$ cat src/design/pcr_pkg.sv
// constants, field positions and carriers for the capability register bank
// assumes a 32-bit axi4-lite slave with byte addresses
package pcr_pkg;

  // ==========================================================================
  // register byte offsets
  localparam logic [11:0] OFS_HEADER   = 12'h080;  // capability_header
  localparam logic [11:0] OFS_DEV_CAP  = 12'h084;  // device_capabilities
  localparam logic [11:0] OFS_DEV_CS   = 12'h088;  // device_control_status
  localparam logic [11:0] OFS_LINK_CAP = 12'h08c;  // link_capabilities
  localparam logic [11:0] OFS_CAP_LAST = 12'h0b0;  // last word of the structure
  localparam logic [11:0] OFS_IRQ_STAT = 12'h0c0;  // event status, write one to clear
  localparam logic [11:0] OFS_IRQ_MASK = 12'h0c4;  // event enable mask

  // ==========================================================================
  // header fields
  localparam logic [7:0] HDR_CAP_ID   = 8'h01;  // capability id
  localparam logic [7:0] HDR_NEXT_PTR = 8'h80;  // next capability pointer
  localparam logic [2:0] HDR_VERSION  = 3'h3;   // structure version

  // ==========================================================================
  // device control / status and capability bit positions
  localparam int DC_ERR_EN_LSB  = 0;   // four error reporting enables
  localparam int DC_RELAX       = 4;   // relaxed ordering
  localparam int DC_MPS_LSB     = 5;   // max payload size
  localparam int DC_EXT_TAG     = 8;   // extended tag enable
  localparam int DC_NOSNOOP     = 11;  // no-snoop enable
  localparam int DC_MRRS_LSB    = 12;  // max read request size
  localparam int DC_FLR         = 15;  // function-level reset trigger
  localparam int DS_ERR_LSB     = 16;  // four error detected flags
  localparam int DS_TXN_PEND    = 21;  // transaction pending
  localparam int DEV_CAP_RBER   = 15;  // role-based error reporting
  localparam int DEV_CAP_FLR    = 28;  // flr capable
  localparam int LINK_CAP_OPT   = 22;  // aspm optionality compliance

  // ==========================================================================
  // reset values
  localparam logic [2:0] MPS_RST     = 3'h0;  // 128 bytes
  localparam logic [2:0] MRRS_RST    = 3'h2;  // 512 bytes
  localparam logic       NOSNOOP_RST = 1'b1;  // no-snoop on

  // ==========================================================================
  // axi responses
  localparam logic [1:0] RESP_OKAY   = 2'h0;
  localparam logic [1:0] RESP_SLVERR = 2'h2;

  // control fields of the device control word
  typedef struct packed {
    logic [3:0] err_en;   // cor, nonfatal, fatal, ur enables
    logic       relax;    // relaxed ordering
    logic [2:0] mps;      // max payload size
    logic       ext_tag;  // extended tag enable
    logic       nosnoop;  // no-snoop enable
    logic [2:0] mrrs;     // max read request size
  } pcr_devctl_t;

endpackage

$ cat src/design/pcr_regs.sv
// capability structure register bank with axi4-lite slave and event interrupt
// assumes one clock, synchronous active-low reset, error strobes one cycle wide
//
// Decided for this implementation: the AXI4-Lite register port.
`timescale 1ns/1ps
`default_nettype none

module pcr_regs #(
  parameter logic [2:0] MPS_SUPPORTED = 3'h1,  // 000 = 128 b, 001 = 256 b
  parameter logic       EXT_TAG_SUP   = 1'b1,  // extended tags supported
  parameter logic [2:0] L0S_ACC_LAT   = 3'h0,  // acceptable l0s latency
  parameter logic [2:0] L1_ACC_LAT    = 3'h0,  // acceptable l1 latency
  parameter logic       FLR_CAPABLE   = 1'b1,  // function-level reset supported
  parameter logic       RELAX_RST     = 1'b1,  // relaxed ordering reset value
  parameter logic [3:0] LINK_SPEED    = 4'h1,  // maximum link speed code
  parameter logic [5:0] LINK_WIDTH    = 6'h08, // maximum link width
  parameter logic       ASPM_L0S      = 1'b0,  // l0s supported
  parameter logic       ASPM_L1       = 1'b0,  // l1 supported
  parameter logic [2:0] L0S_EXIT_LAT  = 3'h6,  // l0s exit latency
  parameter logic [2:0] L1_EXIT_LAT   = 3'h0   // l1 exit latency
) (
  // clock and reset
  input  wire logic        aclk,
  input  wire logic        aresetn,
  // axi4-lite write address
  input  wire logic [11:0] s_axi_awaddr,
  input  wire logic        s_axi_awvalid,
  output var  logic        s_axi_awready,
  // axi4-lite write data
  input  wire logic [31:0] s_axi_wdata,
  input  wire logic [3:0]  s_axi_wstrb,
  input  wire logic        s_axi_wvalid,
  output var  logic        s_axi_wready,
  // axi4-lite write response
  output var  logic [1:0]  s_axi_bresp,
  output var  logic        s_axi_bvalid,
  input  wire logic        s_axi_bready,
  // axi4-lite read address
  input  wire logic [11:0] s_axi_araddr,
  input  wire logic        s_axi_arvalid,
  output var  logic        s_axi_arready,
  // axi4-lite read data
  output var  logic [31:0] s_axi_rdata,
  output var  logic [1:0]  s_axi_rresp,
  output var  logic        s_axi_rvalid,
  input  wire logic        s_axi_rready,
  // error detection strobes from the function: cor, nonfatal, fatal, ur
  input  wire logic [3:0]  err_detect,
  // outstanding non-posted request count above zero
  input  wire logic        np_pending,
  // function-level reset pulse and interrupt
  output var  logic        flr_start,
  output var  logic        irq,
  // programmed control fields to the function
  output var  logic [31:0] dev_control
);

  // ==========================================================================
  // state
  pcr_pkg::pcr_devctl_t ctl;          // device control fields
  logic [3:0]           err_stat;     // error detected flags
  logic                 pend;         // transaction pending
  logic [1:0]           irq_stat;     // bit0 error seen, bit1 pending fell
  logic [1:0]           irq_mask;     // interrupt enables
  logic                 aw_held;      // write address captured
  logic                 w_held;       // write data captured
  logic [11:0]          aw_addr;      // captured write address
  logic [31:0]          w_data;       // captured write data
  logic [3:0]           w_strb;       // captured byte strobes

  // byte-masked write helper
  function automatic logic [31:0] strb_mask(input logic [3:0] s);
    strb_mask = {{8{s[3]}}, {8{s[2]}}, {8{s[1]}}, {8{s[0]}}};
  endfunction

  // address in the implemented window (structure or interrupt words)
  function automatic logic addr_mapped(input logic [11:0] a);
    addr_mapped = (a[1:0] == 2'h0) &&
                  (((a >= pcr_pkg::OFS_HEADER) && (a <= pcr_pkg::OFS_CAP_LAST)) ||
                   (a == pcr_pkg::OFS_IRQ_STAT) || (a == pcr_pkg::OFS_IRQ_MASK));
  endfunction

  // ==========================================================================
  // read-back words; header and both capability words are read-only
  wire logic [31:0] hdr_word = {13'h0000, pcr_pkg::HDR_VERSION,
                                pcr_pkg::HDR_NEXT_PTR, pcr_pkg::HDR_CAP_ID};
  // reserved 31:29, flr 28, slot power 27:18 zero, rber 15
  wire logic [31:0] devcap_word = {3'h0, FLR_CAPABLE, 10'h000, 2'h0, 1'b1, 3'h0,
                                   L1_ACC_LAT, L0S_ACC_LAT, EXT_TAG_SUP, 2'h0,
                                   MPS_SUPPORTED};
  // status half only; the control half comes from devcs_ctl
  wire logic [31:0] devcs_word = {10'h000, pend, 1'b0, err_stat, 16'h0000};
  // control half; flr bit 15 always reads zero
  wire logic [31:0] devcs_ctl = {16'h0000, 1'b0, ctl.mrrs, ctl.nosnoop, 2'h0,
                                 ctl.ext_tag, ctl.mps, ctl.relax, ctl.err_en};
  wire logic [31:0] linkcap_word = {9'h000, 1'b1, 4'h0, L1_EXIT_LAT,
                                    L0S_EXIT_LAT, ASPM_L1, ASPM_L0S,
                                    LINK_WIDTH, LINK_SPEED};

  // ==========================================================================
  // write path decode
  wire logic        wr_go    = aw_held && w_held && !s_axi_bvalid;
  wire logic        wr_ok    = addr_mapped(aw_addr);
  wire logic [31:0] wmask    = strb_mask(w_strb);
  wire logic [31:0] wval     = w_data & wmask;
  wire logic        wr_devcs = wr_go && (aw_addr == pcr_pkg::OFS_DEV_CS);
  wire logic        wr_istat = wr_go && (aw_addr == pcr_pkg::OFS_IRQ_STAT);
  wire logic        wr_imask = wr_go && (aw_addr == pcr_pkg::OFS_IRQ_MASK);
  // merged control word: unwritten bytes keep old value
  wire logic [31:0] ctl_new  = (w_data & wmask) | ((devcs_word | devcs_ctl) & ~wmask);
  wire logic        flr_hit  = wr_devcs && wval[pcr_pkg::DC_FLR] && FLR_CAPABLE;
  wire logic        pend_fell = pend && !np_pending;
  wire logic [1:0]  irq_evt  = {pend_fell, |err_detect};

  // ==========================================================================
  // read path decode
  wire logic        rd_go  = s_axi_arvalid && s_axi_arready;
  wire logic        rd_ok  = addr_mapped(s_axi_araddr);
  logic [31:0]      rd_val;                                            // selected word
  always_comb begin
    unique case (s_axi_araddr)
      pcr_pkg::OFS_HEADER:   rd_val = hdr_word;
      pcr_pkg::OFS_DEV_CAP:  rd_val = devcap_word;
      pcr_pkg::OFS_DEV_CS:   rd_val = devcs_word | devcs_ctl;
      pcr_pkg::OFS_LINK_CAP: rd_val = linkcap_word;
      pcr_pkg::OFS_IRQ_STAT: rd_val = {30'h0, irq_stat};
      pcr_pkg::OFS_IRQ_MASK: rd_val = {30'h0, irq_mask};
      default:               rd_val = 32'h0000_0000;
    endcase
  end

  // ==========================================================================
  // write address / data capture, either order
  always_ff @(posedge aclk) begin
    if (!aresetn) begin
      aw_held <= 1'b0;
      w_held  <= 1'b0;
      aw_addr <= 12'h000;
      w_data  <= 32'h0000_0000;
      w_strb  <= 4'h0;
    end else begin
      if (s_axi_awvalid && s_axi_awready) begin
        aw_held <= 1'b1;
        aw_addr <= s_axi_awaddr;
      end else if (wr_go) begin
        aw_held <= 1'b0;
      end
      if (s_axi_wvalid && s_axi_wready) begin
        w_held <= 1'b1;
        w_data <= s_axi_wdata;
        w_strb <= s_axi_wstrb;
      end else if (wr_go) begin
        w_held <= 1'b0;
      end
    end
  end

  // ready while nothing captured
  always_ff @(posedge aclk) begin
    if (!aresetn) begin
      s_axi_awready <= 1'b0;
      s_axi_wready  <= 1'b0;
    end else begin
      s_axi_awready <= !aw_held && !(s_axi_awvalid && s_axi_awready) && !wr_go;
      s_axi_wready  <= !w_held && !(s_axi_wvalid && s_axi_wready) && !wr_go;
    end
  end

  // write response
  always_ff @(posedge aclk) begin
    if (!aresetn) begin
      s_axi_bvalid <= 1'b0;
      s_axi_bresp  <= pcr_pkg::RESP_OKAY;
    end else if (wr_go) begin
      s_axi_bvalid <= 1'b1;
      s_axi_bresp  <= wr_ok ? pcr_pkg::RESP_OKAY : pcr_pkg::RESP_SLVERR;
    end else if (s_axi_bready) begin
      s_axi_bvalid <= 1'b0;
    end
  end

  // ==========================================================================
  // read channel: one outstanding read
  always_ff @(posedge aclk) begin
    if (!aresetn) begin
      s_axi_arready <= 1'b0;
      s_axi_rvalid  <= 1'b0;
      s_axi_rdata   <= 32'h0000_0000;
      s_axi_rresp   <= pcr_pkg::RESP_OKAY;
    end else if (rd_go) begin
      s_axi_arready <= 1'b0;
      s_axi_rvalid  <= 1'b1;
      s_axi_rdata   <= rd_val;
      s_axi_rresp   <= rd_ok ? pcr_pkg::RESP_OKAY : pcr_pkg::RESP_SLVERR;
    end else if (s_axi_rvalid && s_axi_rready) begin
      s_axi_rvalid  <= 1'b0;
    end else begin
      s_axi_arready <= !s_axi_rvalid;
    end
  end

  // ==========================================================================
  // device control fields; only writable bits are taken
  always_ff @(posedge aclk) begin
    if (!aresetn) begin
      ctl.err_en  <= 4'h0;
      ctl.relax   <= RELAX_RST;
      ctl.mps     <= pcr_pkg::MPS_RST;
      ctl.ext_tag <= 1'b0;
      ctl.nosnoop <= pcr_pkg::NOSNOOP_RST;
      ctl.mrrs    <= pcr_pkg::MRRS_RST;
    end else if (wr_devcs) begin
      ctl.err_en  <= ctl_new[pcr_pkg::DC_ERR_EN_LSB +: 4];
      ctl.relax   <= ctl_new[pcr_pkg::DC_RELAX];
      ctl.mps     <= ctl_new[pcr_pkg::DC_MPS_LSB +: 3];
      ctl.ext_tag <= ctl_new[pcr_pkg::DC_EXT_TAG];
      ctl.nosnoop <= ctl_new[pcr_pkg::DC_NOSNOOP];
      ctl.mrrs    <= ctl_new[pcr_pkg::DC_MRRS_LSB +: 3];
    end
  end

  // error detected flags: set wins over write-one-clear
  always_ff @(posedge aclk) begin
    if (!aresetn) begin
      err_stat <= 4'h0;
    end else begin
      err_stat <= (err_stat & ~(wr_devcs ? wval[pcr_pkg::DS_ERR_LSB +: 4] : 4'h0))
                  | err_detect;
    end
  end

  // pending flag and flr pulse
  always_ff @(posedge aclk) begin
    if (!aresetn) begin
      pend      <= 1'b0;
      flr_start <= 1'b0;
    end else begin
      pend      <= np_pending;
      flr_start <= flr_hit;
    end
  end

  // interrupt status, mask and output
  always_ff @(posedge aclk) begin
    if (!aresetn) begin
      irq_stat <= 2'h0;
      irq_mask <= 2'h0;
      irq      <= 1'b0;
    end else begin
      irq_stat <= (irq_stat & ~(wr_istat ? wval[1:0] : 2'h0)) | irq_evt;
      if (wr_imask) begin
        irq_mask <= wval[1:0];
      end
      irq      <= |(irq_stat & irq_mask);
    end
  end

  // control word to the function
  always_ff @(posedge aclk) begin
    if (!aresetn) begin
      dev_control <= 32'h0000_0000;
    end else begin
      dev_control <= devcs_ctl;
    end
  end

  // ==========================================================================
  // checks
  property p_flr_pulse;
    @(posedge aclk) disable iff (!aresetn)
      flr_hit |=> flr_start ##1 !flr_start;
  endproperty
  a_flr_pulse: assert property (p_flr_pulse) else $error("flr pulse wrong");

  property p_flr_gate;
    @(posedge aclk) disable iff (!aresetn)
      flr_start |-> $past(wr_devcs) && FLR_CAPABLE;
  endproperty
  a_flr_gate: assert property (p_flr_gate) else $error("flr without write");

  property p_err_sticky;
    @(posedge aclk) disable iff (!aresetn)
      err_detect[0] |=> err_stat[0];
  endproperty
  a_err_sticky: assert property (p_err_sticky) else $error("error flag lost");

  property p_err_hold;
    @(posedge aclk) disable iff (!aresetn)
      (err_stat[1] && !wr_devcs) |=> err_stat[1];
  endproperty
  a_err_hold: assert property (p_err_hold) else $error("error flag dropped");

  property p_pend;
    @(posedge aclk) disable iff (!aresetn)
      np_pending |=> devcs_word[pcr_pkg::DS_TXN_PEND];
  endproperty
  a_pend: assert property (p_pend) else $error("pending not shown");

  property p_hdr_read;
    @(posedge aclk) disable iff (!aresetn)
      (rd_go && s_axi_araddr == pcr_pkg::OFS_HEADER) |=> s_axi_rdata == 32'h0003_8001;
  endproperty
  a_hdr_read: assert property (p_hdr_read) else $error("header wrong");

  property p_flr_reads0;
    @(posedge aclk) disable iff (!aresetn)
      (rd_go && s_axi_araddr == pcr_pkg::OFS_DEV_CS) |=> !s_axi_rdata[pcr_pkg::DC_FLR];
  endproperty
  a_flr_reads0: assert property (p_flr_reads0) else $error("flr reads one");

  property p_devcap;
    @(posedge aclk) disable iff (!aresetn)
      (rd_go && s_axi_araddr == pcr_pkg::OFS_DEV_CAP) |=>
        s_axi_rdata[pcr_pkg::DEV_CAP_RBER] && (s_axi_rdata[27:16] == 12'h000);
  endproperty
  a_devcap: assert property (p_devcap) else $error("devcap fixed bits wrong");

  property p_linkcap;
    @(posedge aclk) disable iff (!aresetn)
      (rd_go && s_axi_araddr == pcr_pkg::OFS_LINK_CAP) |=>
        s_axi_rdata[pcr_pkg::LINK_CAP_OPT] && (s_axi_rdata[31:23] == 9'h000);
  endproperty
  a_linkcap: assert property (p_linkcap) else $error("linkcap fixed bits wrong");

endmodule

`default_nettype wire

$ cat config.mk
export PLATFORM = sky130hd
export DESIGN_NAME = pcr_regs
export DESIGN_NICKNAME = d
export VERILOG_FILES = /design/src/design/pcr_pkg.sv /design/src/design/pcr_regs.sv
export SDC_FILE = /design/constraint.sdc
export NUM_CORES = 1
export LEC_CHECK = 0
export ABC_AREA = 1
export ABC_CLOCK_PERIOD_IN_PS = 1700
export BUFFER_PORTS_ARGS = -buffer_cell sky130_fd_sc_hd__clkbuf_2
export CORE_MARGIN = 8
export CORE_UTILIZATION = 45
export CTS_BUF_LIST = sky130_fd_sc_hd__clkbuf_4
export DETAILED_ROUTE_END_ITERATION = 10
export PLACE_DENSITY = 0.74
export RECOVER_POWER = 100
export SETUP_SLACK_MARGIN = 0.5
export SYNTH_ARGS = -nofsm -noshare
export SYNTH_HDL_FRONTEND = slang
export SYNTH_SLANG_ARGS = --single-unit
export TNS_END_PERCENT = 100
$ cat constraint.sdc
create_clock -name aclk -period 1.7 [get_ports aclk]
set_input_delay 0.17 -clock aclk [delete_from_list [all_inputs] [get_ports aclk]]
set_output_delay 0.17 -clock aclk [all_outputs]
set_load 0.05 [all_outputs]
==> summary.md, run 1 <==
| Metric | Value |
|---|---|
| Status | completed |
| P&R area growth vs syn | 41.56% |
| Share of layout cells above drive strength 1 | 23.06% |
| Antenna-violating nets left | 0 |
| Routed WL | 11030 um |
| FP Rows | 34 |
| Clock Tree Root | clkbuf_4 |
| Finished Core Util | about two thirds |
| Yosys warns | 0 |
| Worst setup margin | 208.4 ps |
| CTS tree | done |
| Synthesized area | between 4000 and 5000 um^2 |
| Vias in the first global route | 3838 |
| Setup crit end kind | flop |
| Pwr/cell area | 790.0 nW/um^2 |
| Final Cycle Share | 87.74% |
| Required @ worst endpoint | slightly above 2000 ps |
| Placed wire-length estimate | between 7000 and 8000 um |
| Placeable Area | 8721 um^2 |
| Mapped Cells | 549 |
| Final hold vios | 0 |
| Die area | 12320 um^2 |
| Slew headroom | 59.96% |
| Max VDD drop | 429.1 uV |
| Multi-input logic area | 1747 um^2 |
| Place WS | 111.8 ps |
| Reg-to-Reg Start | aw_addr[5] |
| Drt via density | around 4.7 |
| Clk_lat worst skew | 450 ps |
| Clock share of power | between 20 and 30% |
| Initial detailed-routing violation count | 203 |
| Crit path DAT | between 1500 and 2000 ps |
| CTS H-Tree Depth | 3 |
| Post-synth top area share | around half |
| Synth unique cells | 28 |
| # DRC | 0 |
| # port buffers | 99 |
| Pins Over Slew Limit | 0 |
| Commonest non-fill, non-tap cell in the layout | nand2_1 |
| Sequential element share of the synthesized area | 49.29% |
| Most frequent cells in the layout | nand2_1, dfxtp_1, nor2_1 |
| Initial core utilization | 46.57% |
| Setup-violating endpoint count in the final report | 0 |
| Sequential power share | 55.1% |
| Fin crit period | 1492 ps |
| Hold slack final | 24.43 ps |
| DIE WIDTH | 111 um |
| Slew @ Worst Pin | approximately 600 ps |
| GRT Residual Overflow | 0 |
| Leakage | 2.754 nW |
| Gpl congestion | between 0.8 and 0.9 |
| Logic pwr share | 17.2% |
| HP Start | s_axi_arvalid |
| Clk sinks | 100 |
| CTS buffer count | 9 |
| Worst Setup Start Kind | flop |
| Routed len/inst | ~14 um |
| First-pass GRT wire length | 18040 um |
| Setup TNS Final | 0 ps |
| Fill cells | roughly 740 |
| Register area | between 2000 and 2500 um^2 |
| Min-Delay Path Class | in -> reg |
| Max cap viols | 0 |
| Largest net degree at the start of global routing | 44 |
| Final clock skew | 21.77 ps |
| Total number of vias | around 3800 |
| Yosys reg bits | 100 |
| Sw frac | between 30% and 40% |
| Initial antenna violation count | 1 |
| Ports | 147 |
| Design Power | 4.542 mW |
| GRT Overall Usage | about 18% |
| DRT Pass-1 Iters | 4 |
| Switching power | 1.372 mW |
| Internal power | 3.170 mW |
| Post-layout nets | 774 |
| Crit-path max FO | 4 |
| CTS max path bufs | 2 |
| Critical Path Start | aw_addr[5] |
| Top area cells in the synthesized netlist | dfxtp_1, nand2_1, nor2_1, buf_4, o21ai_0 |
| Clock slew at reported path FFs | 160 ps |
| Crit Path Class | reg -> reg |
| Fmax | 670.4 MHz |
| RSZ-0062 raised after global routing | true |
| Die Y | 111 um |
| Biggest area consumer among synthesized cells | dfxtp_1 |
| Syn_area_per_cell | 7.398 um^2 |
==> layout make-up <==
class	count	area share [%]
Tap cell	108	2.350
Clock inverter	7	1.306
Timing Repair Buffer	158	25.48
Sequential cell	100	34.97
Inverter	61	4.070
Multi-Input combinational cell	370	30.38
Antenna cell	1	0.04353
Timing Repair inverter	2	0.2176
Clock buffer	9	1.175
==> synth_stat cells <==
cell / number
nand3b_1: 4
clkbuf_1: 14
nor3_1: 2
a31oi_1: 1
dfxtp_1: 100
or2_2: 1
nor2_2: 5
nand3_2: 2
a21oi_1: 21
nand3_1: 29
nor2_1: 87
conb_1: 1
clkinv_1: 2
or2_1: 1
a211oi_1: 1
buf_4: 33
o21ai_1: 6
nand4_1: 7
buf_6: 1
nor4_1: 2
nand2_1: 115
buf_2: 2
o21ai_0: 49
nor3_4: 1
a32o_1: 1
a21boi_2: 1
nor3_2: 1
inv_1: 59
==> metrics by stage <==
stage / cells / instance area [um^2]
6_report: 816 / 5749
5_1_grt: 816 / 5749
4_1_cts: 811 / 5688
3_5_place_dp: 746 / 4592
3_3_place_gp: 746 / 4592
2_1_floorplan: 580 / 4219
==> logic make-up after synthesis <==
logic type / count (synthesis) / synth area share (%)
simple gates: 257 / 26.83
flops: 100 / 49.29
other cells: 1 / 0.09233
buf+inv: 111 / 13.56
compound gates: 80 / 10.23
==> routing by layer <==
metal	track usage, %	vias to the layer above	share of wire [%]
li1	-	1975	-
met1	20.01	1709	42
met2	30.37	98	51
met3	4.545	16	4.9
met4	7.117	0	1.7
met5	0	-	0
==> worst paths after layout <==
kind                    endpoint  slack, ps  cells past startpoint
setup / recovery     err_stat[2]        210                      6
hold / removal      s_axi_rvalid         20                      3
hold reg to reg   dev_control[6]        430                      2
setup reg to reg     err_stat[2]        210                      6
==> worst max-delay path: stages (launching register included) <==
cell	delay [ps]
dfxtp_2	350
or2_4	280
nor3_2	250
clkbuf_1	210
nand3b_1	120
a21oi_1	140
nor2_1	50
==> repair_timing <==
item,in CTS,in global routing
setup buffers,8,3
hold buffers,39,0
pin swaps,8,12
endpoints found under the hold margin,41,0
cloned,2,1
resized for setup,121,85
setup endpoints to repair,112,96
==> power by group through the flow <==
stage | Combinational [mW] | Clock, mW | Sequential [mW]
after global routing | 0.841 | 1.40 | 2.51
after floorplan | 0.453 | 0 | 2.59
final | 0.781 | 1.26 | 2.50
after detailed placement | 0.601 | 0 | 2.54
after CTS | 0.766 | 1.28 | 2.50
after global placement | 0.591 | 0 | 2.54
Power figures use the tool's default switching activity.
==> run 2: changes to the inputs <==
- MAX_ROUTING_LAYER: default -> met4
==> run 2 against run 1 <==
  * Clock skew down 4.1 ps
  * Global-route usage increased by 0.18 points
  * Core utilization increased by 0.40 points
  * Maximum frequency about the same
  * Via count rose by 0.76%
  * Non-clock buffer count rose by 13
  * Largest power group unchanged
  * Clock-buffer cell count unchanged
  * Worst hold slack improved by 32 ps
==> summary.md, run 2 (synthesized netlist as in run 1, its figures left out) <==
| Metric | Value |
|---|---|
| Status | completed |
| Slew headroom | 58.51% (-1.5 points) |
| Internal power | 3.203 mW (+1.0%) |
| CTS H-Tree Depth | 3 (unchanged) |
| Sequential power share | 54.2% (-0.9 points) |
| Initial antenna violation count | 1 (unchanged) |
| Crit Path Class | reg -> reg |
| Pins Over Slew Limit | 0 (unchanged) |
| Vias in the first global route | 3797 (-1.1%) |
| Delay of the slowest critical-path stage | 350 ps (about the same) |
| Clock Tree Root | clkbuf_4 |
| Commonest non-fill, non-tap cell in the layout | nand2_1 |
| Die Y | 111 um (unchanged) |
| Crit path DAT | 1870 ps (+30 ps) |
| Most frequent cells in the layout | nand2_1, dfxtp_1, nor2_1 |
| Highest routed layer | met4 |
| Placeable Area | 8721 um^2 (unchanged) |
| Clk_lat worst skew | 450 ps (about the same) |
| Design Power | 4.607 mW (+1.4%) |
| DIE WIDTH | 111 um (unchanged) |
| FP Rows | 34 (unchanged) |
| Clock share of power | 28.5% (+0.8 points) |
| Met2 wire len | 5496 um (-2.6%) |
| Slew @ Worst Pin | 624.9 ps (+21.77 ps) |
| Initial detailed-routing violation count | 152 (-25%) |
| Switching power | 1.404 mW (+2.3%) |
| Multi-input logic area | 1725 um^2 (-1.2%) |
| Routed WL | 10980 um (-0.52%) |
| Setup TNS Final | 0 ps (unchanged) |
| Fin crit period | 1490 ps (-1.174 ps) |
| Worst setup margin | 209.6 ps (+1.174 ps) |
| First-pass GRT wire length | 17930 um (-0.61%) |
| Required @ worst endpoint | 2080 ps (+30 ps) |
| Total number of vias | 3827 (+0.76%) |
| Max VDD drop | 604.8 uV (+41%) |
| Antenna-violating nets left | 0 (unchanged) |
| Gpl congestion | 0.8220 (-3.8%) |
| Sw frac | 30.47% (+0.27 points) |
| # placed instances | 747 (+0.13%) |
| Share of layout cells above drive strength 1 | 23.89% (+0.83 points) |
| Place WS | 131.4 ps (+19.54 ps) |
| Post-Layout Cell Count | 829 (+1.6%) |
| Pwr/cell area | 796.4 nW/um^2 (+0.81%) |
| Cell breakdown of the critical path | nor2_1 -> nand2_2 -> nor3_4 -> buf_12 -> nand3_4 -> clkinvlp_2 -> nand3_2 -> o21ai_1 |
| GRT Overall Usage | 17.72% (+0.18 points) |
| Post-layout nets | 787 (+1.7%) |
| Setup-violating endpoint count in the final report | 0 (unchanged) |
| Final Cycle Share | 87.67% (about the same) |
| Post-Route M1 WL | 4861 um (+4.3%) |
| Critical path's slowest cell | dfxtp_1 |
| Initial core utilization | 46.57% (unchanged) |
| # port buffers | 99 (unchanged) |
| Crit-path max FO | 6 (+2) |
| CTS buffer count | 9 (unchanged) |
| Max cap viols | 0 (unchanged) |
| GRT Residual Overflow | 0 (unchanged) |
| Clock slew at reported path FFs | 160 ps (about the same) |
| Drt via density | 4.616 (-0.82%) |
| Finished Core Util | 66.33% (+0.40 points) |
| Final clock skew | 17.70 ps (-4.070 ps) |
| Met3 WL | 468 um (-13%) |
| Largest net degree at the start of global routing | 44 (unchanged) |
| Worst Setup Start Kind | flop |
| Clk sinks | 100 (unchanged) |
| Fmax | 671.0 MHz (about the same) |
| Routed len/inst | 13.24 um (-2.1%) |
| Setup crit end kind | flop |
| Leakage | 2.768 nW (+0.50%) |
| CTS tree | done |
| R2r setup slk | 210 ps (about the same) |
| # DRC | 0 (unchanged) |
| P&R area growth vs syn | 42.42% |
| Ports | 147 (unchanged) |
| Min-Delay Path Class | in -> reg |
| CTS max path bufs | 2 (unchanged) |
| Logic pwr share | 17.3% (about the same) |
| DRT Pass-1 Iters | 4 (unchanged) |
| RSZ-0062 raised after global routing | true |
| Placed wire-length estimate | 7598 um (-0.37%) |
| Fill cells | 748 (+0.67%) |
| Die area | 12320 um^2 (unchanged) |
| Register area | 2006 um^2 (-0.25%) |
| Final hold vios | 0 (unchanged) |
==> run 2: final timing paths <==
kind,start,end,cells after the start
worst max register to register,aw_addr[8],flop,8
worst max-delay path,aw_addr[8],flop,8
worst min register to register,flop,dev_control[7],2
worst min-delay path,s_axi_araddr[0],s_axi_rresp[1],3
==> run 2: cell type report <==
class / count / share of cell area, %
diodes: 1 / 0.04326
clock buffers: 9 / 1.168
clock inverters: 7 / 1.406
inverters: 61 / 4.023
multi-input cells: 371 / 29.83
flip-flops and latches: 100 / 34.67
well taps: 108 / 2.336
repair buffers: 171 / 26.43
repair inverters: 1 / 0.08652
==> run 2: power by group through the flow <==
stage	Sequential [mW]	Clock [mW]	Combinational, mW
floorplan	2.59	0	0.453
global placement	2.54	0	0.594
detailed placement	2.54	0	0.604
CTS	2.50	1.34	0.797
global route	2.51	1.44	0.864
finish	2.50	1.31	0.797
==> run 2: worst max-delay path: cells and delay by family, from the launching register on <==
kind	cells	cell delay, ps
flops	1	350
compound gates	1	80
simple gates	5	650
buf+inv	2	340
==> run 2: timing repair <==
| action | 4_1_cts | 5_1_grt |
|---|---|---|
| gates cloned | 3 | 0 |
| setup endpoints to repair | 105 | 87 |
| resized for setup | 125 | 63 |
| hold endpoints to repair | 39 | 1 |
| hold buffers | 37 | 1 |
| buffers inserted | 16 | 8 |
| pin swaps | 13 | 6 |
==> run 2: layer usage <==
layer  GRT usage [%]  vias up
met5               -        -
li1                -     2003
met1           20.07     1705
met3           4.167       12
met2           29.93      107
met4           6.126        0
==> run 2: per-stage QoR <==
stage	hold slack [ps]	cell area [um^2]
after global routing	51.90	5784
final	56.00	5784
after global placement	384.6	4599
after CTS	8.975	5776
after floorplan	263.5	4219
after detailed placement	389.8	4599
